## config.mk

```make
export PLATFORM = sky130hd
export DESIGN_NAME = cvseq_top
export DESIGN_NICKNAME = d
export VERILOG_FILES = /design/src/rtl/_unused.sv /design/src/rtl/cvseq_pkg.sv /design/src/rtl/cvseq_tmr_if.sv /design/src/rtl/cvseq_timer.sv /design/src/rtl/cvseq_top.sv
export VERILOG_INCLUDE_DIRS = /design/src /design/src/rtl
export SDC_FILE = /design/constraint.sdc
export NUM_CORES = 1
export LEC_CHECK = 0
export ABC_AREA = 1
export BUFFER_PORTS_ARGS = -buffer_cell sky130_fd_sc_hd__buf_2
export CAP_MARGIN = 40
export CORE_MARGIN = 2
export CORE_UTILIZATION = 40
export DETAILED_ROUTE_END_ITERATION = 7
export PLACE_DENSITY = 0.59
export SLEW_MARGIN = 30
export SYNTH_ARGS = -nofsm -noshare
export SYNTH_HDL_FRONTEND = slang
export SYNTH_HIERARCHICAL = 1
export SYNTH_SLANG_ARGS = --single-unit
```

## constraint.sdc

```tcl
create_clock -name clk_i -period 2.38 [get_ports clk_i]
set_input_delay 0.238 -clock clk_i [delete_from_list [all_inputs] [get_ports clk_i]]
set_output_delay 0.238 -clock clk_i [all_outputs]
set_load 0.02 [all_outputs]
```

## src/rtl/cvseq_consts.svh

```systemverilog
/*
  Constants of the conversion cycle sequencer: timing, register offsets,
  field positions and codes.
  Assumes inclusion by bare name from the package and the design modules.
*/
`ifndef CVSEQ_CONSTS_SVH
`define CVSEQ_CONSTS_SVH

// ============================================================
// Timing
`define CVSEQ_CLK_MHZ 125
`define CVSEQ_MAX2_US 167200
`define CVSEQ_MAX3_US 251000
`define CVSEQ_CYCLE_US (`CVSEQ_MAX2_US / 2)
`define CVSEQ_OC_PULSE_US 8000
`define CVSEQ_CYCLE_CLKS (`CVSEQ_CYCLE_US * `CVSEQ_CLK_MHZ)
`define CVSEQ_OC_PULSE_CLKS (`CVSEQ_OC_PULSE_US * `CVSEQ_CLK_MHZ)

// ============================================================
// Register byte offsets
`define CVSEQ_OFS_CONTROL 8'h00
`define CVSEQ_OFS_CONFIG 8'h04
`define CVSEQ_OFS_STATUS 8'h08
`define CVSEQ_OFS_RESULT 8'h0c
`define CVSEQ_OFS_CHAN_WORD 8'h10
`define CVSEQ_OFS_TABLE_INFO 8'h14
`define CVSEQ_OFS_IRQ_STATUS 8'h18
`define CVSEQ_OFS_IRQ_MASK 8'h1c

// ============================================================
// Config fields
`define CVSEQ_CFG_TYPE_LSB 0
`define CVSEQ_CFG_TYPE_MSB 1
`define CVSEQ_CFG_OC_BIT 2
`define CVSEQ_CFG_AUTO_BIT 3
`define CVSEQ_CFG_THREE_BIT 4
`define CVSEQ_CFG_CJ3_BIT 5
`define CVSEQ_CFG_W 6
`define CVSEQ_CTRL_START_BIT 0

// ============================================================
// Channel assignment word fields
`define CVSEQ_CW_TYPE_MSB 31
`define CVSEQ_CW_TYPE_LSB 27
`define CVSEQ_CW_SD_BIT 26
`define CVSEQ_CW_TBL_BIT 25
`define CVSEQ_CW_ZERO_MSB 24
`define CVSEQ_CW_ZERO_LSB 12
`define CVSEQ_CW_PTR_MSB 11
`define CVSEQ_CW_PTR_LSB 6
`define CVSEQ_CW_LEN_MSB 5
`define CVSEQ_CW_LEN_LSB 0
`define CVSEQ_ADC_TYPE_CODE 5'h1e
`define CVSEQ_CW_ZERO_VAL 13'h0000
`define CVSEQ_TABLE_BASE 12'h250
`define CVSEQ_TABLE_ENTRY_BYTES 12'h006

// ============================================================
// Interrupt bits, cycle counts, result width
`define CVSEQ_IRQ_DONE 0
`define CVSEQ_IRQ_FAULT 1
`define CVSEQ_IRQ_W 2
`define CVSEQ_TWO_CYCLES 2'h2
`define CVSEQ_THREE_CYCLES 2'h3
`define CVSEQ_RESULT_W 24

`endif

```

## src/rtl/_unused.sv

```systemverilog
`timescale 1ns/10ps

```

## src/rtl/cvseq_pkg.sv

```systemverilog
/*
  Types of the conversion cycle sequencer.
  Assumes cvseq_consts.svh is on the include path.
*/
`include "cvseq_consts.svh"

package cvseq_pkg;

  // ============================================================
  // Enumerations
  typedef enum logic [1:0] {
    CVSEQ_THERMOCOUPLE,
    CVSEQ_RTD,
    CVSEQ_THERMISTOR,
    CVSEQ_DIODE
  } cvseq_sensor_t;

  typedef enum logic [1:0] {
    CVSEQ_IDLE,
    CVSEQ_OC_PULSE,
    CVSEQ_OC_SETTLE,
    CVSEQ_CYCLE
  } cvseq_state_t;

  typedef logic signed [`CVSEQ_RESULT_W-1:0] cvseq_result_t;

endpackage : cvseq_pkg

```

## src/rtl/cvseq_tmr_if.sv

```systemverilog
/*
  Carrier between the sequencer and its interval timer.
  Assumes both ends share one clock.
*/
`timescale 1ns/10ps

interface cvseq_tmr_if;
  logic load;
  logic [31:0] count;
  logic expired;
  modport ctrl (output load, output count, input expired);
  modport tmr (input load, input count, output expired);
endinterface : cvseq_tmr_if

```

## src/rtl/cvseq_timer.sv

```systemverilog
/*
  Interval timer: after a load of N, expired stands in the cycle ending at the Nth edge.
  Assumes N is at least one; a new load restarts the interval.
*/
`timescale 1ns/10ps

module cvseq_timer (
  // Clock and reset
  input wire logic clk_i,
  input wire logic resetn_i,
  // Control
  cvseq_tmr_if.tmr tmr
);
  import cvseq_pkg::*;

  typedef struct packed {
    logic [31:0] remaining;
    logic running;
  } cvseq_tmr_regs_t;

  cvseq_tmr_regs_t r;
  cvseq_tmr_regs_t next_r;

  // ============================================================
  // Counting
  always_comb begin
    next_r = r;
    if (tmr.load) begin
      next_r.remaining = tmr.count;
      next_r.running = 1'b1;
    end else if (r.running) begin
      if (r.remaining == 32'h0000_0001) begin
        next_r.running = 1'b0;
      end
      next_r.remaining = r.remaining - 32'h0000_0001;
    end
  end

  always_ff @(posedge clk_i) begin
    if (!resetn_i) begin
      r <= '0;
    end else begin
      r <= next_r;
    end
  end

  // Combinational, so the user acts exactly N edges after its load edge
  assign tmr.expired = r.running && (r.remaining == 32'h0000_0001);

endmodule : cvseq_timer

```

## src/rtl/cvseq_top.sv

```systemverilog
/*
  Conversion cycle sequencer with Avalon-MM register slave.
  Assumes the front end supplies a range code and a conversion result
  on this clock, and an asynchronous open-circuit sense pin.
*/
// Functional notes
// - A standard result takes exactly two cycles, finishing within 167.2 ms.
// - Two cycles cancel offset, drift, low-frequency noise, calibrate current sources.
// - A three-cycle result finishes within 251 ms with all two-cycle benefits.
// - Cycle count per result follows sensor type and configuration: two or three.
// - Thermocouple without open-circuit or three-cycle cold-junction select: two cycles, no test current applied.
// - Open-circuit select: 8 ms test pulse, settle to the end of that first cycle, then two cycles.
// - A broken thermocouple during the test pulse reports an open-circuit fault.
// - Autoranged thermistor: first cycle picks current, next two measure with it.
// - Three-reading diode: three ratioed currents over three cycles.
// - Thermocouple with three-cycle cold-junction sensor is ready after three cycles.
// - Table lookup word: type 11110, single/diff, table bit, 13 zeros, pointer, length.
// - Table results are signed 24-bit two's complement integers.
`timescale 1ns/10ps
`include "cvseq_consts.svh"

module cvseq_top #(
  parameter int unsigned CYCLE_CLKS = `CVSEQ_CYCLE_CLKS,
  parameter int unsigned OC_PULSE_CLKS = `CVSEQ_OC_PULSE_CLKS
) (
  // Clock and reset
  input wire logic clk_i,
  input wire logic resetn_i,
  // Avalon-MM slave
  input wire logic [7:0] avs_address_i,
  input wire logic avs_read_i,
  input wire logic avs_write_i,
  input wire logic [31:0] avs_writedata_i,
  output logic [31:0] avs_readdata_o,
  output logic avs_waitrequest_o,
  // Interrupt
  output logic irq_o,
  // Front end
  input wire logic open_sense_i,
  input wire logic [2:0] range_code_i,
  input wire cvseq_pkg::cvseq_result_t adc_result_i,
  output logic cycle_start_o,
  output logic [1:0] cycle_index_o,
  output logic test_current_o,
  output logic autorange_test_o,
  output logic [2:0] excite_range_o,
  output logic [1:0] current_ratio_o,
  output logic busy_o
);
  import cvseq_pkg::*;

  typedef struct packed {
    cvseq_state_t state;
    logic [1:0] cyc_idx;
    logic [1:0] cyc_total;
    logic ack;
    logic [31:0] rdata;
    logic [`CVSEQ_CFG_W-1:0] cfg;
    logic [31:0] chan_word;
    logic table_mode;
    cvseq_result_t result;
    logic done;
    logic fault;
    logic [`CVSEQ_IRQ_W-1:0] irq_stat;
    logic [`CVSEQ_IRQ_W-1:0] irq_mask;
    logic [2:0] range;
    logic oc_pulse;
    logic cyc_strobe;
    logic sync_meta;
    logic sync_oc;
  } cvseq_regs_t;

  cvseq_regs_t r;
  cvseq_regs_t next_r;

  cvseq_tmr_if tmr_bus ();

  cvseq_timer u_timer (
    .clk_i(clk_i),
    .resetn_i(resetn_i),
    .tmr(tmr_bus.tmr)
  );

  // ============================================================
  // Decode of configuration and channel word
  cvseq_sensor_t sensor;
  logic word_valid;
  logic [5:0] tbl_ptr;
  logic [5:0] tbl_len;
  logic [11:0] tbl_addr;
  logic [1:0] start_total;
  logic bus_req;
  logic bus_wr;
  logic bus_rd;
  logic start_req;
  logic [`CVSEQ_IRQ_W-1:0] irq_set;
  logic [31:0] rd_mux;

  assign sensor = cvseq_sensor_t'(r.cfg[`CVSEQ_CFG_TYPE_MSB:`CVSEQ_CFG_TYPE_LSB]);
  // Word is taken as table lookup only when every fixed field matches
  assign word_valid = (r.chan_word[`CVSEQ_CW_TYPE_MSB:`CVSEQ_CW_TYPE_LSB] ==
                       `CVSEQ_ADC_TYPE_CODE) &&
                      r.chan_word[`CVSEQ_CW_TBL_BIT] &&
                      (r.chan_word[`CVSEQ_CW_ZERO_MSB:`CVSEQ_CW_ZERO_LSB] ==
                       `CVSEQ_CW_ZERO_VAL);
  assign tbl_ptr = r.chan_word[`CVSEQ_CW_PTR_MSB:`CVSEQ_CW_PTR_LSB];
  assign tbl_len = r.chan_word[`CVSEQ_CW_LEN_MSB:`CVSEQ_CW_LEN_LSB];
  // Pointer counts six-byte entries from the table base
  assign tbl_addr = `CVSEQ_TABLE_BASE +
                    12'(tbl_ptr) * `CVSEQ_TABLE_ENTRY_BYTES;

  // ============================================================
  // Cycle count selection
  always_comb begin
    start_total = `CVSEQ_TWO_CYCLES;
    if (!word_valid) begin
      case (sensor)
        CVSEQ_THERMOCOUPLE: begin
          if (r.cfg[`CVSEQ_CFG_OC_BIT] || r.cfg[`CVSEQ_CFG_CJ3_BIT]) begin
            start_total = `CVSEQ_THREE_CYCLES;
          end
        end
        CVSEQ_THERMISTOR: begin
          if (r.cfg[`CVSEQ_CFG_AUTO_BIT]) begin
            start_total = `CVSEQ_THREE_CYCLES;
          end
        end
        CVSEQ_DIODE: begin
          if (r.cfg[`CVSEQ_CFG_THREE_BIT]) begin
            start_total = `CVSEQ_THREE_CYCLES;
          end
        end
        default: begin
          start_total = `CVSEQ_TWO_CYCLES;
        end
      endcase
    end
  end

  // ============================================================
  // Bus access
  assign bus_req = (avs_read_i || avs_write_i) && !r.ack;
  assign bus_wr = avs_write_i && r.ack;
  assign bus_rd = avs_read_i && r.ack;
  assign start_req = bus_wr && (avs_address_i == `CVSEQ_OFS_CONTROL) &&
                     avs_writedata_i[`CVSEQ_CTRL_START_BIT] &&
                     (r.state == CVSEQ_IDLE);

  always_comb begin
    rd_mux = 32'h0000_0000;
    case (avs_address_i)
      `CVSEQ_OFS_CONTROL: rd_mux = 32'h0000_0000;
      `CVSEQ_OFS_CONFIG: rd_mux = 32'(r.cfg);
      `CVSEQ_OFS_STATUS: rd_mux = {25'h000_0000, r.cyc_total, r.table_mode,
                                   word_valid, r.fault, r.done,
                                   (r.state != CVSEQ_IDLE)};
      // Sign extended so software reads a plain signed word
      `CVSEQ_OFS_RESULT: rd_mux = 32'(signed'(r.result));
      `CVSEQ_OFS_CHAN_WORD: rd_mux = r.chan_word;
      `CVSEQ_OFS_TABLE_INFO: rd_mux = {r.chan_word[`CVSEQ_CW_SD_BIT], 7'h00,
                                       tbl_addr, tbl_ptr, tbl_len};
      `CVSEQ_OFS_IRQ_STATUS: rd_mux = 32'(r.irq_stat);
      `CVSEQ_OFS_IRQ_MASK: rd_mux = 32'(r.irq_mask);
      default: rd_mux = 32'h0000_0000;
    endcase
  end

  // ============================================================
  // Sequencer and register file
  always_comb begin
    next_r = r;
    irq_set = '0;
    tmr_bus.load = 1'b0;
    tmr_bus.count = CYCLE_CLKS;
    next_r.cyc_strobe = 1'b0;
    next_r.sync_meta = open_sense_i;
    next_r.sync_oc = r.sync_meta;
    next_r.ack = bus_req;
    if (bus_req) begin
      next_r.rdata = rd_mux;
    end
    // Configuration is frozen while a result is in progress
    if (bus_wr && (r.state == CVSEQ_IDLE)) begin
      case (avs_address_i)
        `CVSEQ_OFS_CONFIG: next_r.cfg = avs_writedata_i[`CVSEQ_CFG_W-1:0];
        `CVSEQ_OFS_CHAN_WORD: next_r.chan_word = avs_writedata_i;
        default: begin
        end
      endcase
    end
    if (bus_wr && (avs_address_i == `CVSEQ_OFS_IRQ_MASK)) begin
      next_r.irq_mask = avs_writedata_i[`CVSEQ_IRQ_W-1:0];
    end
    case (r.state)
      CVSEQ_IDLE: begin
        if (start_req) begin
          next_r.done = 1'b0;
          next_r.fault = 1'b0;
          next_r.cyc_idx = 2'h0;
          next_r.cyc_total = start_total;
          next_r.table_mode = word_valid;
          tmr_bus.load = 1'b1;
          if (!word_valid && (sensor == CVSEQ_THERMOCOUPLE) &&
              r.cfg[`CVSEQ_CFG_OC_BIT]) begin
            next_r.state = CVSEQ_OC_PULSE;
            next_r.oc_pulse = 1'b1;
            tmr_bus.count = OC_PULSE_CLKS;
          end else begin
            next_r.state = CVSEQ_CYCLE;
            next_r.cyc_strobe = 1'b1;
          end
        end
      end
      CVSEQ_OC_PULSE: begin
        if (tmr_bus.expired) begin
          next_r.oc_pulse = 1'b0;
          // Open wire lets the pulse pull the sense line high
          next_r.fault = r.sync_oc;
          next_r.state = CVSEQ_OC_SETTLE;
          tmr_bus.load = 1'b1;
          tmr_bus.count = CYCLE_CLKS - OC_PULSE_CLKS;
        end
      end
      CVSEQ_OC_SETTLE: begin
        if (tmr_bus.expired) begin
          next_r.state = CVSEQ_CYCLE;
          next_r.cyc_idx = 2'h1;
          next_r.cyc_strobe = 1'b1;
          tmr_bus.load = 1'b1;
        end
      end
      CVSEQ_CYCLE: begin
        if (tmr_bus.expired) begin
          if ((r.cyc_idx == 2'h0) && (sensor == CVSEQ_THERMISTOR) &&
              r.cfg[`CVSEQ_CFG_AUTO_BIT] && !r.table_mode) begin
            next_r.range = range_code_i;
          end
          if (r.cyc_idx == r.cyc_total - 2'h1) begin
            next_r.state = CVSEQ_IDLE;
            next_r.done = 1'b1;
            next_r.result = adc_result_i;
            irq_set[`CVSEQ_IRQ_DONE] = 1'b1;
            irq_set[`CVSEQ_IRQ_FAULT] = r.fault;
          end else begin
            next_r.cyc_idx = r.cyc_idx + 2'h1;
            next_r.cyc_strobe = 1'b1;
            tmr_bus.load = 1'b1;
          end
        end
      end
      default: begin
        next_r.state = CVSEQ_IDLE;
      end
    endcase
    // New events win over the clear-on-read
    if (bus_rd && (avs_address_i == `CVSEQ_OFS_IRQ_STATUS)) begin
      next_r.irq_stat = irq_set;
    end else begin
      next_r.irq_stat = r.irq_stat | irq_set;
    end
  end

  always_ff @(posedge clk_i) begin
    if (!resetn_i) begin
      r <= '0;
    end else begin
      r <= next_r;
    end
  end

  // ============================================================
  // Outputs
  assign avs_waitrequest_o = (avs_read_i || avs_write_i) && !r.ack;
  assign avs_readdata_o = r.rdata;
  assign irq_o = |(r.irq_stat & r.irq_mask);
  assign cycle_start_o = r.cyc_strobe;
  assign cycle_index_o = r.cyc_idx;
  assign test_current_o = r.oc_pulse;
  assign busy_o = (r.state != CVSEQ_IDLE);
  assign autorange_test_o = (r.state == CVSEQ_CYCLE) && (r.cyc_idx == 2'h0) &&
                            (sensor == CVSEQ_THERMISTOR) && !r.table_mode &&
                            r.cfg[`CVSEQ_CFG_AUTO_BIT];
  assign excite_range_o = r.range;
  // Ratio code 1..3 steps per cycle only in three-reading diode mode
  assign current_ratio_o = ((r.state == CVSEQ_CYCLE) && (sensor == CVSEQ_DIODE) &&
                            !r.table_mode && r.cfg[`CVSEQ_CFG_THREE_BIT]) ?
                           (r.cyc_idx + 2'h1) : 2'h0;

endmodule : cvseq_top

```

* Word-level counts from Yosys, hierarchy flattened
Index checks and enable logic that the tools add are counted.
** Operators by class
- $add $sub $neg :: 4
- $mul :: 1
- Equality and inequality tests :: 22
- Muxes and demuxes :: 44
- Bitwise logic cells :: 2
- Reduce and logical (&&, ||, !) cells :: 51
** Operators with widths (number)
- one-hot mux 32 bit (7 select lines) :: 1
- two-way mux 33 bit :: 2
- two-way mux 24 bit :: 2
- one-hot mux 24 bit (2 select lines) :: 1
- equality test 32 x 1 -> 1 bit, second input constant :: 1
- equality test 8 x 5 -> 1 bit, second input constant :: 4
- subtractor 32 x 1 -> 32 bit, second input constant :: 1
- logical AND 1 bit :: 24
- two-way mux 2 bit :: 12
- two-way mux 20 bit :: 1
- equality test 8 x 4 -> 1 bit, second input constant :: 2
- two-way mux 1 bit :: 14
- zero test 13 bit :: 1
- != test 2 bit, second input constant :: 6
- one-hot mux 2 bit (3 select lines) :: 2
- adder 10 x 9 -> 11 bit, first input constant :: 1
- AND reduction 5 bit :: 2
- AND reduction 3 bit :: 3
- equality test 2 bit, second input constant :: 4
- equality test 8 x 3 -> 1 bit, second input constant :: 1
- zero test 8 bit :: 1
- multiplier 6 x 2 -> 8 bit, second input constant :: 1
- two-way mux 4 bit :: 2
- one-hot mux 2 bit (4 select lines) :: 1
- 19 further kinds :: 34
** Word-level totals
- Register bits :: 148
- Bits of input ports :: 72
- Output and inout bits :: 45
- Logic and storage cells :: 144

* Depth between registers and ports, before layout
Gate-level depths: netlist of run 1.
- Depth in word-level cells :: 10
- Mapped depth :: 15
- Mapped depth without buffers :: 15

* Hierarchy
The synthesis of run 1 kept the hierarchy.
** Modules (own cells, without submodules)
- cvseq_top :: instances 1, cells an instance 794, area each 5622.9 um^2
- cvseq_timer :: instances 1, cells an instance 356, area each 2259.7 um^2

* Least setup slack after synthesis of run 1
OpenSTA, ideal clock, no wires.
- Kind :: register to register
- Start point :: register u_timer/r[9] in the netlist's numbering
- End point :: register u_timer/r[10] in the netlist's numbering
- Setup time :: 0.070 ns
- Arrival time :: 2.146 ns
- Slack :: 0.163 ns
- Cell stages (with the launch flop) :: 13
- Path buffers :: 3
- Path through :: dfxtp_1 nor2_2 nand2_1 nor2_1 nand3_1 nor3_1 clkbuf_1 o21ai_0 o21ai_0 buf_2 clkbuf_1 a22oi_1 a21oi_1
** On the way
- Longest elaborated chain between the ends :: 5
- Elaborated cells on any way between the ends :: 11
- Those cells by class :: 1 x add/sub; 1 x eq/ne; 7 x mux; 2 x reduce/logical
** RTL lines
- from (decl) :: RTL line cvseq_timer.sv:21 : cvseq_tmr_regs_t r;
- from (signal assigned) :: RTL line cvseq_timer.sv:43 : r <= next_r;
- equality test 32 x 1 -> 1 bit (*) :: RTL line cvseq_timer.sv:48 : assign tmr.expired = r.running && (r.remaining == 32'h0000_0001);
- logical AND 1 bit (*) :: RTL line cvseq_timer.sv:48
- net tmr_bus.expired :: RTL line cvseq_tmr_if.sv:10 : logic expired;
- two-way mux 1 bit, on equally long branches :: RTL line cvseq_top.sv:233, cvseq_top.sv:215, cvseq_top.sv:225
- one-hot mux 1 bit (3 select lines) (*) :: RTL line cvseq_top.sv:194 : case (r.state)
- net tmr_bus.load :: RTL line cvseq_tmr_if.sv:8 : logic load;
- two-way mux 33 bit or nonzero test 2 bit (tied branches)
The timed path passes the listed nets; every way through them passes the cells marked *. The select of a mux whose other input is x is not followed.
A chain may end at the register's enable or synchronous reset.

* Worst setup path in the final report of run 1
- Start point :: register r[45] in the netlist's numbering
- End point :: register r, in the netlist avs_readdata_o[22]
** On the way
- Longest elaborated chain between the ends :: 3
** RTL lines
- from (decl) :: RTL line cvseq_top.sv:73 : cvseq_regs_t r;
- from (signal assigned) :: RTL line cvseq_top.sv:267 : r <= next_r;
- multiplier 6 x 2 -> 8 bit (no line)
- adder 10 x 9 -> 11 bit (no line)
- one-hot mux 32 bit (7 select lines) :: RTL line cvseq_top.sv:151 : case (avs_address_i)
Every way passes these cells.

==> results of run 1 <==
[placed cells by master (no fill, tap or decap), drive strengths merged, types with 3 or more instances in the layout]
master and n:
clkbuf 20, o21ai 104, a31oi 9, o211ai 4, a22oi 25, clkinv 4
xor2 3, conb 19, nand3 66, buf 153, xnor2 3, a21oi 114
nand2 247, or2 4, dfxtp 148, nand4 12, inv 113, o22ai 11
nor3 15, clkinvlp 3, o21bai 11, o2111ai 3, nor2 154, ha 15
bufinv 5
[path summary, 6_finish.rpt]
| check | slack [ps] | startpoint | endpoint | cells past startpoint |
|---|---|---|---|---|
| hold reg to reg | 420 | next_r[0]$_SDFF_PN0_ | r[0]$_SDFF_PN0_ | 2 |
| setup / recovery | 180 | r[45]$_SDFFE_PN0P_ | avs_readdata_o[22]$_SDFFE_PN0P_ | 10 |
| setup reg to reg | 180 | r[45]$_SDFFE_PN0P_ | avs_readdata_o[22]$_SDFFE_PN0P_ | 10 |
| hold / removal | 40 | adc_result_i[18] | r[31]$_SDFFE_PN0P_ | 3 |
[per-layer routing]
metal  vias to the layer above  GRT usage (%)
li1                       3951              -
met2                       178          38.26
met1                      3592          28.74
met4                         0          5.519
met3                        23          3.974
met5                         -              0
[flip-flops by register name, summed over array words and instances, names as in the netlist]
register	count
test_current_o	1
u_timer/r	33
cycle_start_o	1
cycle_index_o	2
avs_readdata_o	32
excite_range_o	3
r	75
next_r	1
[cell families after synthesis]
family | Yosys count
xor+xnor | 6
other cells | 1
simple gates | 501
fa+ha+maj | 16
buf+inv | 195
compound gates | 283
flops | 148
[metrics by stage]
stage	utilization, %	instances	instance area [µm²]
after detailed placement	44.65	1501	8661
after floorplan	-	1168	7950
after CTS	48.03	1533	9318
after global placement	44.65	1501	8661
after global routing	48.36	1536	9380
final	48.36	1536	9380
[critical path: cells and delay by family, from the launching register on]
family	cells	cell delay (ps)
AO/OA/AOI/OAI	2	270
adder cells (fa/ha/maj)	3	860
flip-flops	1	360
AND/OR/NAND/NOR	3	300
buffers and inverters	1	70
XOR/XNOR	1	200
[power by group]
group,switching [mW],internal (mW),leakage [nW]
Clock,1.10,1.92,0.313
Combinational,0.437,0.194,2.53
Sequential,0.0265,2.51,1.19
Total,1.56,4.62,4.03
[cell type report]
type / instances / area (µm²) / share of cell area (%)
well taps: 265 / 331.6 / 3.535
multi-input cells: 825 / 4121 / 43.94
clock buffers: 20 / 456.7 / 4.869
flip-flops and latches: 148 / 2963 / 31.59
repair buffers: 153 / 883.3 / 9.417
inverters: 113 / 424.2 / 4.522
clock inverters: 12 / 200.2 / 2.134
[repair_timing]
action,in CTS,in global routing
endpoints found under the setup margin,0,37
resized for setup,0,15
setup buffers,0,3
==> flow_summary.toml, run 1 <==
[status]
outcome = "finished clean"

[place]
dp_hpwl_mm = 16.58
io_buffers = 116
dpl_worst_slack_ps = 148.3
place.gp.congestion = 0.8861

[routing]
first_pass_iters = 5
wl_met1_mm = 10.76
top_layer_used = "met4"
vias_per_cell = 5.042
wl_mm = 22.93
drt_iter0_markers = 440
drc = 0
vias = 7744
wl_met3_mm = 1.044
antenna_left = 0
wl_met2_mm = 10.86
wl_per_cell_um = 14.93

[power_and_ir_drop]
p_leak_nw = 4.031
cellPowerDensity_nw_per_um2 = 658.6
p_total_mw = 6.178
ir_drop_v = 0.0004877

[setup_path]
critPathMaxStageDelay_ps = 430
cp-start-kind = "flop"
crit_chain = "ha_1, fa_1, xor2_2, ha_1, inv_1, nand3_1, nand3_1, nor2_1, o21ai_0, a21oi_1"
crit_fanout = 4
required_ps = 2680
worstSetupPathType = "flop to flop"
critPathSlowestCell = "fa_1"
crit_path_end_kind = "flop"
crit_arrival_ps = 2500

[logic_synthesis]
synthXorXnorAreaFrac_pct = 0.6667
synth_edf_count = 0
synth_area_leaders = "dfxtp_1, nand2_1, a21oi_1, nor2_1, o21ai_0"
netlist_area_um2 = 7883
ys_seq_elements = 148
yosys.area.top_type = "dfxtp_1"
syn_avg_cell_area_um2 = 6.854
synth.most_common_cell = "nand2_1"
synth_simple_gate_area_share_pct = 27.59
synth-main-ff-cell = "dfxtp_1"
synth_top_family_by_area = "simple AND/OR/NAND/NOR gates"
synth_cell_type_count = 44
synthTopCellsByCount = "nand2_1, dfxtp_1, nor2_1"
synthCells = 1150
synth_top_area_share_pct = 37.59
synthMuxAreaShare_pct = 0
synth_fa_ha_area_share_pct = 2.635
ys_warn_count = 6
seq_area_frac_synth_pct = 37.59
synth-compound-area-share_pct = 19.87
ys_async_sr_fraction_pct = 0

[clocking]
cts-hold-fix-buffers = 0
cts_tree = "yes"
root_buffer = "clkbuf_16"
htree_levels = 4
cts_buffers = 17
clk_pin_slew_worst_paths_ps = 60
numClockSinks = 148
clockBufferDepth = 2
clkLatencyLatePin_ps = 430

[grt]
first_global_vias = 7266
grt_pass1_wl_mm = 36.29
overflow = 0
grt_max_degree = 70
antenna_found_initial = 0
track_usage_pct = 22.19

[sta]
max_slew_margin_pct = 57.23
min_period_ps = 2201
fin_ws_ps = 178.6
setup_tns_ps = 0
hold_violations = 0
fin_crit_sh_pct = 92.50
setup_viol = 0
drv_slew = 0
tightest_slew_ps = 641.5
holdWs_ps = 42.56
fmax_mhz = 454.3
finClkSkew_ps = 6.843

[die]
rows = 51
die_width_um = 144.4
die_y_um = 144.4
die-area_um2 = 20850
start_util_pct = 40.63
io_pins = 117
coreArea_um2 = 19400

[final_layout]
layout.nets = 1346
layout-area-overhead-vs-synth_pct = 19.00
antenna_cells = 0
drive_gt1_share_pct = 18.88
num-fill-cells = 2042

[min_path]
hold_class = "primary input to flop"

[job]
cap_violations = 0
Power figures use the tool's default switching activity.
==> run 2: changes to the inputs <==
--- a/config.mk
+++ b/config.mk
@@ -7,6 +7,7 @@
 export NUM_CORES = 1
 export LEC_CHECK = 0
 export ABC_AREA = 1
+export ABC_CLOCK_PERIOD_IN_PS = 2380
 export BUFFER_PORTS_ARGS = -buffer_cell sky130_fd_sc_hd__buf_2
 export CAP_MARGIN = 40
 export CORE_MARGIN = 2
==> constraint.sdc (replaced) <==
create_clock -name clk_i -period 2.38 [get_ports clk_i]
set_input_delay 0 -clock clk_i [delete_from_list [all_inputs] [get_ports clk_i]]
set_output_delay 0 -clock clk_i [all_outputs]
set_load 0.02 [all_outputs]
==> run 2 against run 1 <==
Combinational power increased by 18%. Critical path depth increased by 2. Global-route usage increased by 0.84 points. Via count increased by 4.4%. Critical endpoint is now u_timer/r[21]$_SDFFE_PN0P_.
==> flow_summary.toml, run 2 (synthesis gave the netlist of run 1 again) <==
[sta]
tightest_slew_ps = 587.8
drv_slew = 0
finClkSkew_ps = 10.28
max_slew_margin_pct = 60.75
setup_viol = 0
fin_crit_sh_pct = 93.36
fin_ws_ps = 158.1
min_period_ps = 2222
hold_violations = 0
fmax_mhz = 450.1

[setup_path]
crit_end = "u_timer/r[21]$_SDFFE_PN0P_"
critPathMaxStageDelay_ps = 320
worstSetupPathType = "flop to flop"
cp-start-kind = "flop"
crit_cells = 12
r2r_cells = 12
critical_path.top_delay_family = "simple AND/OR/NAND/NOR gates"
crit_arrival_ps = 2570
path_buf_inv = 3
required_ps = 2730
ff2ff_setup_slack_ps = 160
critPathSlowestCell = "dfxtp_1"
cp_common_cell = "buf_4"
cp-startpoint = "u_timer/r[12]$_SDFFE_PN0P_"
crit_path_end_kind = "flop"
worstReg2RegEnd = "u_timer/r[21]$_SDFFE_PN0P_"
crit_chain = "nor2_2, nand2_2, nor2_4, nand3_2, nor3_2, buf_4, o21ai_2, o21ai_2, buf_4, buf_4, a22oi_1, a21oi_1"
crit_fanout = 16
r2r_start = "u_timer/r[12]$_SDFFE_PN0P_"

[routing]
vias = 8082
wl_mm = 23.86
vias_per_cell = 5.004
antenna_left = 0
drt_iter0_markers = 542
wl_per_cell_um = 14.78
first_pass_iters = 6
drc = 0

[final_layout]
largest_reg_flops = 75
layout.nets = 1426
antenna_cells = 0
fin_area_um2 = 10170
layout_commonest_cell = "nand2_1"
final_cell_mix = "nand2_1, dfxtp_1, nor2_1"
top_register = "r"
stdcell_count = 1615
layout-area-overhead-vs-synth_pct = 28.97
drive_gt1_share_pct = 20.00

[job]
cap_violations = 0

[power_and_ir_drop]
share_comb_of_total_power_pct = 12.2
cellPowerDensity_nw_per_um2 = 603.4
switching_share_pct = 25.44
p_seq_share_pct = 41.3
p_leak_nw = 4.392
p_int_mw = 4.574
p_sw_mw = 1.561
p_total_mw = 6.134
ir_drop_v = 0.0005050
power_frac_clock_pct = 46.5

[clocking]
clkLatencyLatePin_ps = 430
htree_levels = 4
cts_tree = "yes"
cts_buffers = 17
numClockSinks = 148
clk_pin_slew_worst_paths_ps = 60
root_buffer = "clkbuf_16"
clockBufferDepth = 2

[place]
dp_hpwl_mm = 17.08
dp.cells = 1514
dpl_worst_slack_ps = 105.8
place.gp.congestion = 0.8883
placed_cell_area_um2 = 8771
io_buffers = 116

[die]
rows = 51
die_y_um = 144.4
start_util_pct = 40.63
die_width_um = 144.4
die-area_um2 = 20850
coreArea_um2 = 19400
io_pins = 117

[min_path]
hold_class = "primary input to flop"

[grt]
use_met3_pct = 3.742
antenna_found_initial = 0
first_global_vias = 7566
gr-usage-met1_pct = 30.40
busiest_layer = "met2"
grt_util_met2_pct = 38.76
grt_max_degree = 47
grt_pass1_wl_mm = 37.71
overflow = 0
track_usage_pct = 23.03

[status]
outcome = "finished clean"
-- run 2: cell types whose count changed in the layout (fill, tap and decap cells not counted), sizes merged --
cell / delta
clkbuf: +4
inv: -1
dlygate4sd3: +63
buf: +17
clkinvlp: -2
bufinv: -2
-- run 2: cell type report --
type                    count  area (µm²)
fillers                  2001        9233
multi-input cells         825        4163
flip-flops and latches    148        2972
repair buffers            233        1654
clock buffers              24       501.7
inverters                 113       424.2
well taps                 265       331.6
clock inverters             7       120.1
-- run 2: metrics by stage --
| stage | TNS [ps] | utilization, % | hold slack, ps |
|---|---|---|---|
| 5_1_grt | -150.6 | 52.41 | 67.37 |
| 4_1_cts | 0 | 51.67 | 22.11 |
| 3_5_place_dp | 0 | 45.21 | 233.0 |
| 2_1_floorplan | 0 | - | 97.63 |
| 3_3_place_gp | 0 | 45.21 | 231.0 |
| 6_report | 0 | 52.41 | 29.40 |
-- run 2: tightest hold or removal path, delay by kind of cell --
kind          cells  cell delay [ps]
buf+inv           2              190
simple gates      3              230
-- run 2: what timing repair did --
action | in CTS | in global routing
buffers inserted | 0 | 7
hold endpoints to repair | 70 | 0
hold buffers | 63 | 0
resized for setup | 0 | 35
setup endpoints to repair | 0 | 37
-- run 2: worst min-delay path by stage --
stage | to | start | slack [ps] | depth (start not counted)
floorplan | next_r[0]$_SDFF_PN0_ | open_sense_i | 100 | 2
global placement | r[34]$_SDFFE_PN0P_ | adc_result_i[21] | 230 | 3
detailed placement | next_r[0]$_SDFF_PN0_ | open_sense_i | 230 | 3
CTS | r[108]$_SDFF_PN0_ | avs_write_i | 20 | 5
global route | r[108]$_SDFF_PN0_ | avs_write_i | 70 | 5
finish | r[108]$_SDFF_PN0_ | avs_write_i | 30 | 5
-- run 2: layer usage --
metal,share of wire [%],routed length [µm],vias up
li1,-,-,4113
met1,46,11090,3726
met2,47,11260,215
met3,4.7,1133,28
met4,1.6,385,0
met5,0,0,-
-- run 2: power by group through the flow --
stage | sequential (mW) | clock [mW] | combinational, mW
4_1_cts | 2.53 | 2.88 | 0.739
6_report | 2.53 | 2.85 | 0.748
3_3_place_gp | 2.59 | 0 | 0.661
2_1_floorplan | 2.58 | 0 | 0.420
3_5_place_dp | 2.59 | 0 | 0.658
5_1_grt | 2.54 | 3.00 | 0.827
==> run 3: changes to the inputs <==
--- a/config.mk
+++ b/config.mk
@@ -7,13 +7,13 @@
 export NUM_CORES = 1
 export LEC_CHECK = 0
 export ABC_AREA = 1
-export ABC_CLOCK_PERIOD_IN_PS = 2380
+export ABC_CLOCK_PERIOD_IN_PS = 2800
 export BUFFER_PORTS_ARGS = -buffer_cell sky130_fd_sc_hd__buf_2
 export CAP_MARGIN = 40
 export CORE_MARGIN = 2
 export CORE_UTILIZATION = 40
 export DETAILED_ROUTE_END_ITERATION = 7
-export PLACE_DENSITY = 0.59
+export PLACE_DENSITY = 0.56
 export SLEW_MARGIN = 30
 export SYNTH_ARGS = -nofsm -noshare
 export SYNTH_HDL_FRONTEND = slang
==> constraint.sdc (replaced) <==
create_clock -name clk_i -period 2.8 [get_ports clk_i]
set_input_delay 0 -clock clk_i [delete_from_list [all_inputs] [get_ports clk_i]]
set_output_delay 0 -clock clk_i [all_outputs]
set_load 0.02 [all_outputs]
==> run 3 against run 2 <==
Via count shrank 2.7%. Sequential power shrank 15%. Global-route usage shrank 0.80 points. Clock power shrank 15%. Flip-flop and latch count is the same. Critical path type unchanged. Critical endpoint is now r[67]$_SDFFE_PN0P_. Sequential share of layout area grew 0.83 points. Non-clock buffer count shrank 30. Clock skew is essentially flat.
==> flow_summary.toml, run 3 (synthesis gave the netlist of run 1 again) <==
[status]
outcome = "finished clean"

[setup_path]
worstReg2RegEnd = "r[67]$_SDFFE_PN0P_"
cp-start-kind = "flop"
r2r_start = "r[113]$_SDFFE_PN0P_"
crit_fanout = 50
ff2ff_setup_slack_ps = 330
crit_arrival_ps = 2830
crit_path_end_kind = "flop"
required_ps = 3150
r2r_cells = 9
worstSetupPathType = "flop to flop"

[place]
dp_hpwl_mm = 16.30
dp.cells = 1489
place.gp.congestion = 0.8909
io_buffers = 116
dpl_worst_slack_ps = 172.9

[die]
start_util_pct = 40.63
coreArea_um2 = 19400
io_pins = 117
rows = 51
die_width_um = 144.4
die_y_um = 144.4
die-area_um2 = 20850

[min_path]
hold_class = "primary input to flop"
min_to = "r[108]$_SDFF_PN0_"
hold_path_depth = 5
hp-start = "avs_write_i"

[sta]
setup_viol = 0
fin_ws_ps = 325.3
hold_violations = 0
min_period_ps = 2475
holdWs_ps = 54.06
max_slew_margin_pct = 55.95
tightest_slew_ps = 660.7
fin_crit_sh_pct = 88.38
finClkSkew_ps = 10.49
fmax_mhz = 404.1
setup_tns_ps = 0
grt_setup_unrepaired = "no"
drv_slew = 0

[final_layout]
num-fill-cells = 2020
layout_commonest_cell = "nand2_1"
layout.nets = 1396
layout-area-overhead-vs-synth_pct = 25.03
stdcell_count = 1586
final_cell_mix = "nand2_1, dfxtp_1, nor2_1"
largest_reg_flops = 75
top_register = "r"
drive_gt1_share_pct = 16.21

[power_and_ir_drop]
p_leak_nw = 4.209
ir_drop_v = 0.0004294
p_total_mw = 5.213
cellPowerDensity_nw_per_um2 = 528.9

[clocking]
clkLatencyLatePin_ps = 420
root_buffer = "clkbuf_16"
clk_pin_slew_worst_paths_ps = 60
cts_tree = "yes"
numClockSinks = 148
cts_buffers = 17
htree_levels = 4
cts_setup_buffers = 0
clockBufferDepth = 2

[grt]
grt_max_degree = 69
overflow = 0
grt_pass1_wl_mm = 36.14
antenna_found_initial = 1
first_global_vias = 7272
track_usage_pct = 22.23

[routing]
drt_iter0_markers = 481
wl_per_cell_um = 14.69
antenna_left = 0
wl_mm = 23.31
vias_per_cell = 4.960
vias = 7866
first_pass_iters = 5
drc = 0

[job]
cap_violations = 0
==> run 3: worst max-delay path by stage <==
stage / from / end / slack (ps) / cells past startpoint
after floorplan: u_timer/r[9]$_SDFFE_PN0P_ / u_timer/r[10]$_SDFFE_PN0P_ / 580 / 12
after global placement: u_timer/r[9]$_SDFFE_PN0P_ / u_timer/r[27]$_SDFFE_PN0P_ / 210 / 12
after detailed placement: u_timer/r[9]$_SDFFE_PN0P_ / r[27]$_SDFFE_PN0P_ / 170 / 12
after CTS: u_timer/r[9]$_SDFFE_PN0P_ / r[27]$_SDFFE_PN0P_ / 140 / 12
after global routing: u_timer/r[20]$_SDFFE_PN0P_ / u_timer/r[2]$_SDFFE_PN0P_ / 120 / 13
final: r[113]$_SDFFE_PN0P_ / r[67]$_SDFFE_PN0P_ / 330 / 9
==> run 3: report_power, final <==
group          switching [mW]  internal (mW)
clock network           0.902           1.52
logic                   0.396          0.237
registers              0.0221           2.13
total                    1.32           3.89
==> run 3: cell type report <==
cell class	count	area [µm²]	share of cell area, %
multi-input combinational	825	4086	41.46
inverter	113	424.2	4.304
sequential	148	2963	30.06
tap	265	331.6	3.364
clock buffer	20	456.7	4.634
clock inverter	11	157.7	1.600
antenna	1	2.502	0.02539
timing repair buffer	203	1434	14.55
==> run 3: repair_timing <==
item | CTS | global route
setup endpoints to repair | 0 | 32
hold buffers | 64 | 0
gates resized for setup | 0 | 4
hold endpoints to repair | 70 | 0
==> run 3: per-layer routing <==
metal / GRT usage, % / vias up / part of all wire [%]
met2: 37.64 / 186 / 46
li1: - / 4044 / -
met1: 28.69 / 3600 / 48
met5: 0 / - / 0
met3: 3.079 / 36 / 3.8
met4: 8.585 / 0 / 2.1
==> run 3: per-stage QoR <==
stage / cell area, µm² / util [%]
4_1_cts: 9821 / 50.63
6_report: 9856 / 50.81
3_3_place_gp: 8531 / 43.98
5_1_grt: 9856 / 50.81
2_1_floorplan: 7950 / -
3_5_place_dp: 8566 / 44.16
==> run 3: critical path, stage by stage, from the launching register on <==
cell and delay [ps]:
dfxtp_1 380, inv_1 80, ha_1 260, buf_4 180
inv_1 210, nor2_4 90, nand2_4 380, o21ai_0 120
dlygate4sd3_1 570, a21oi_1 110
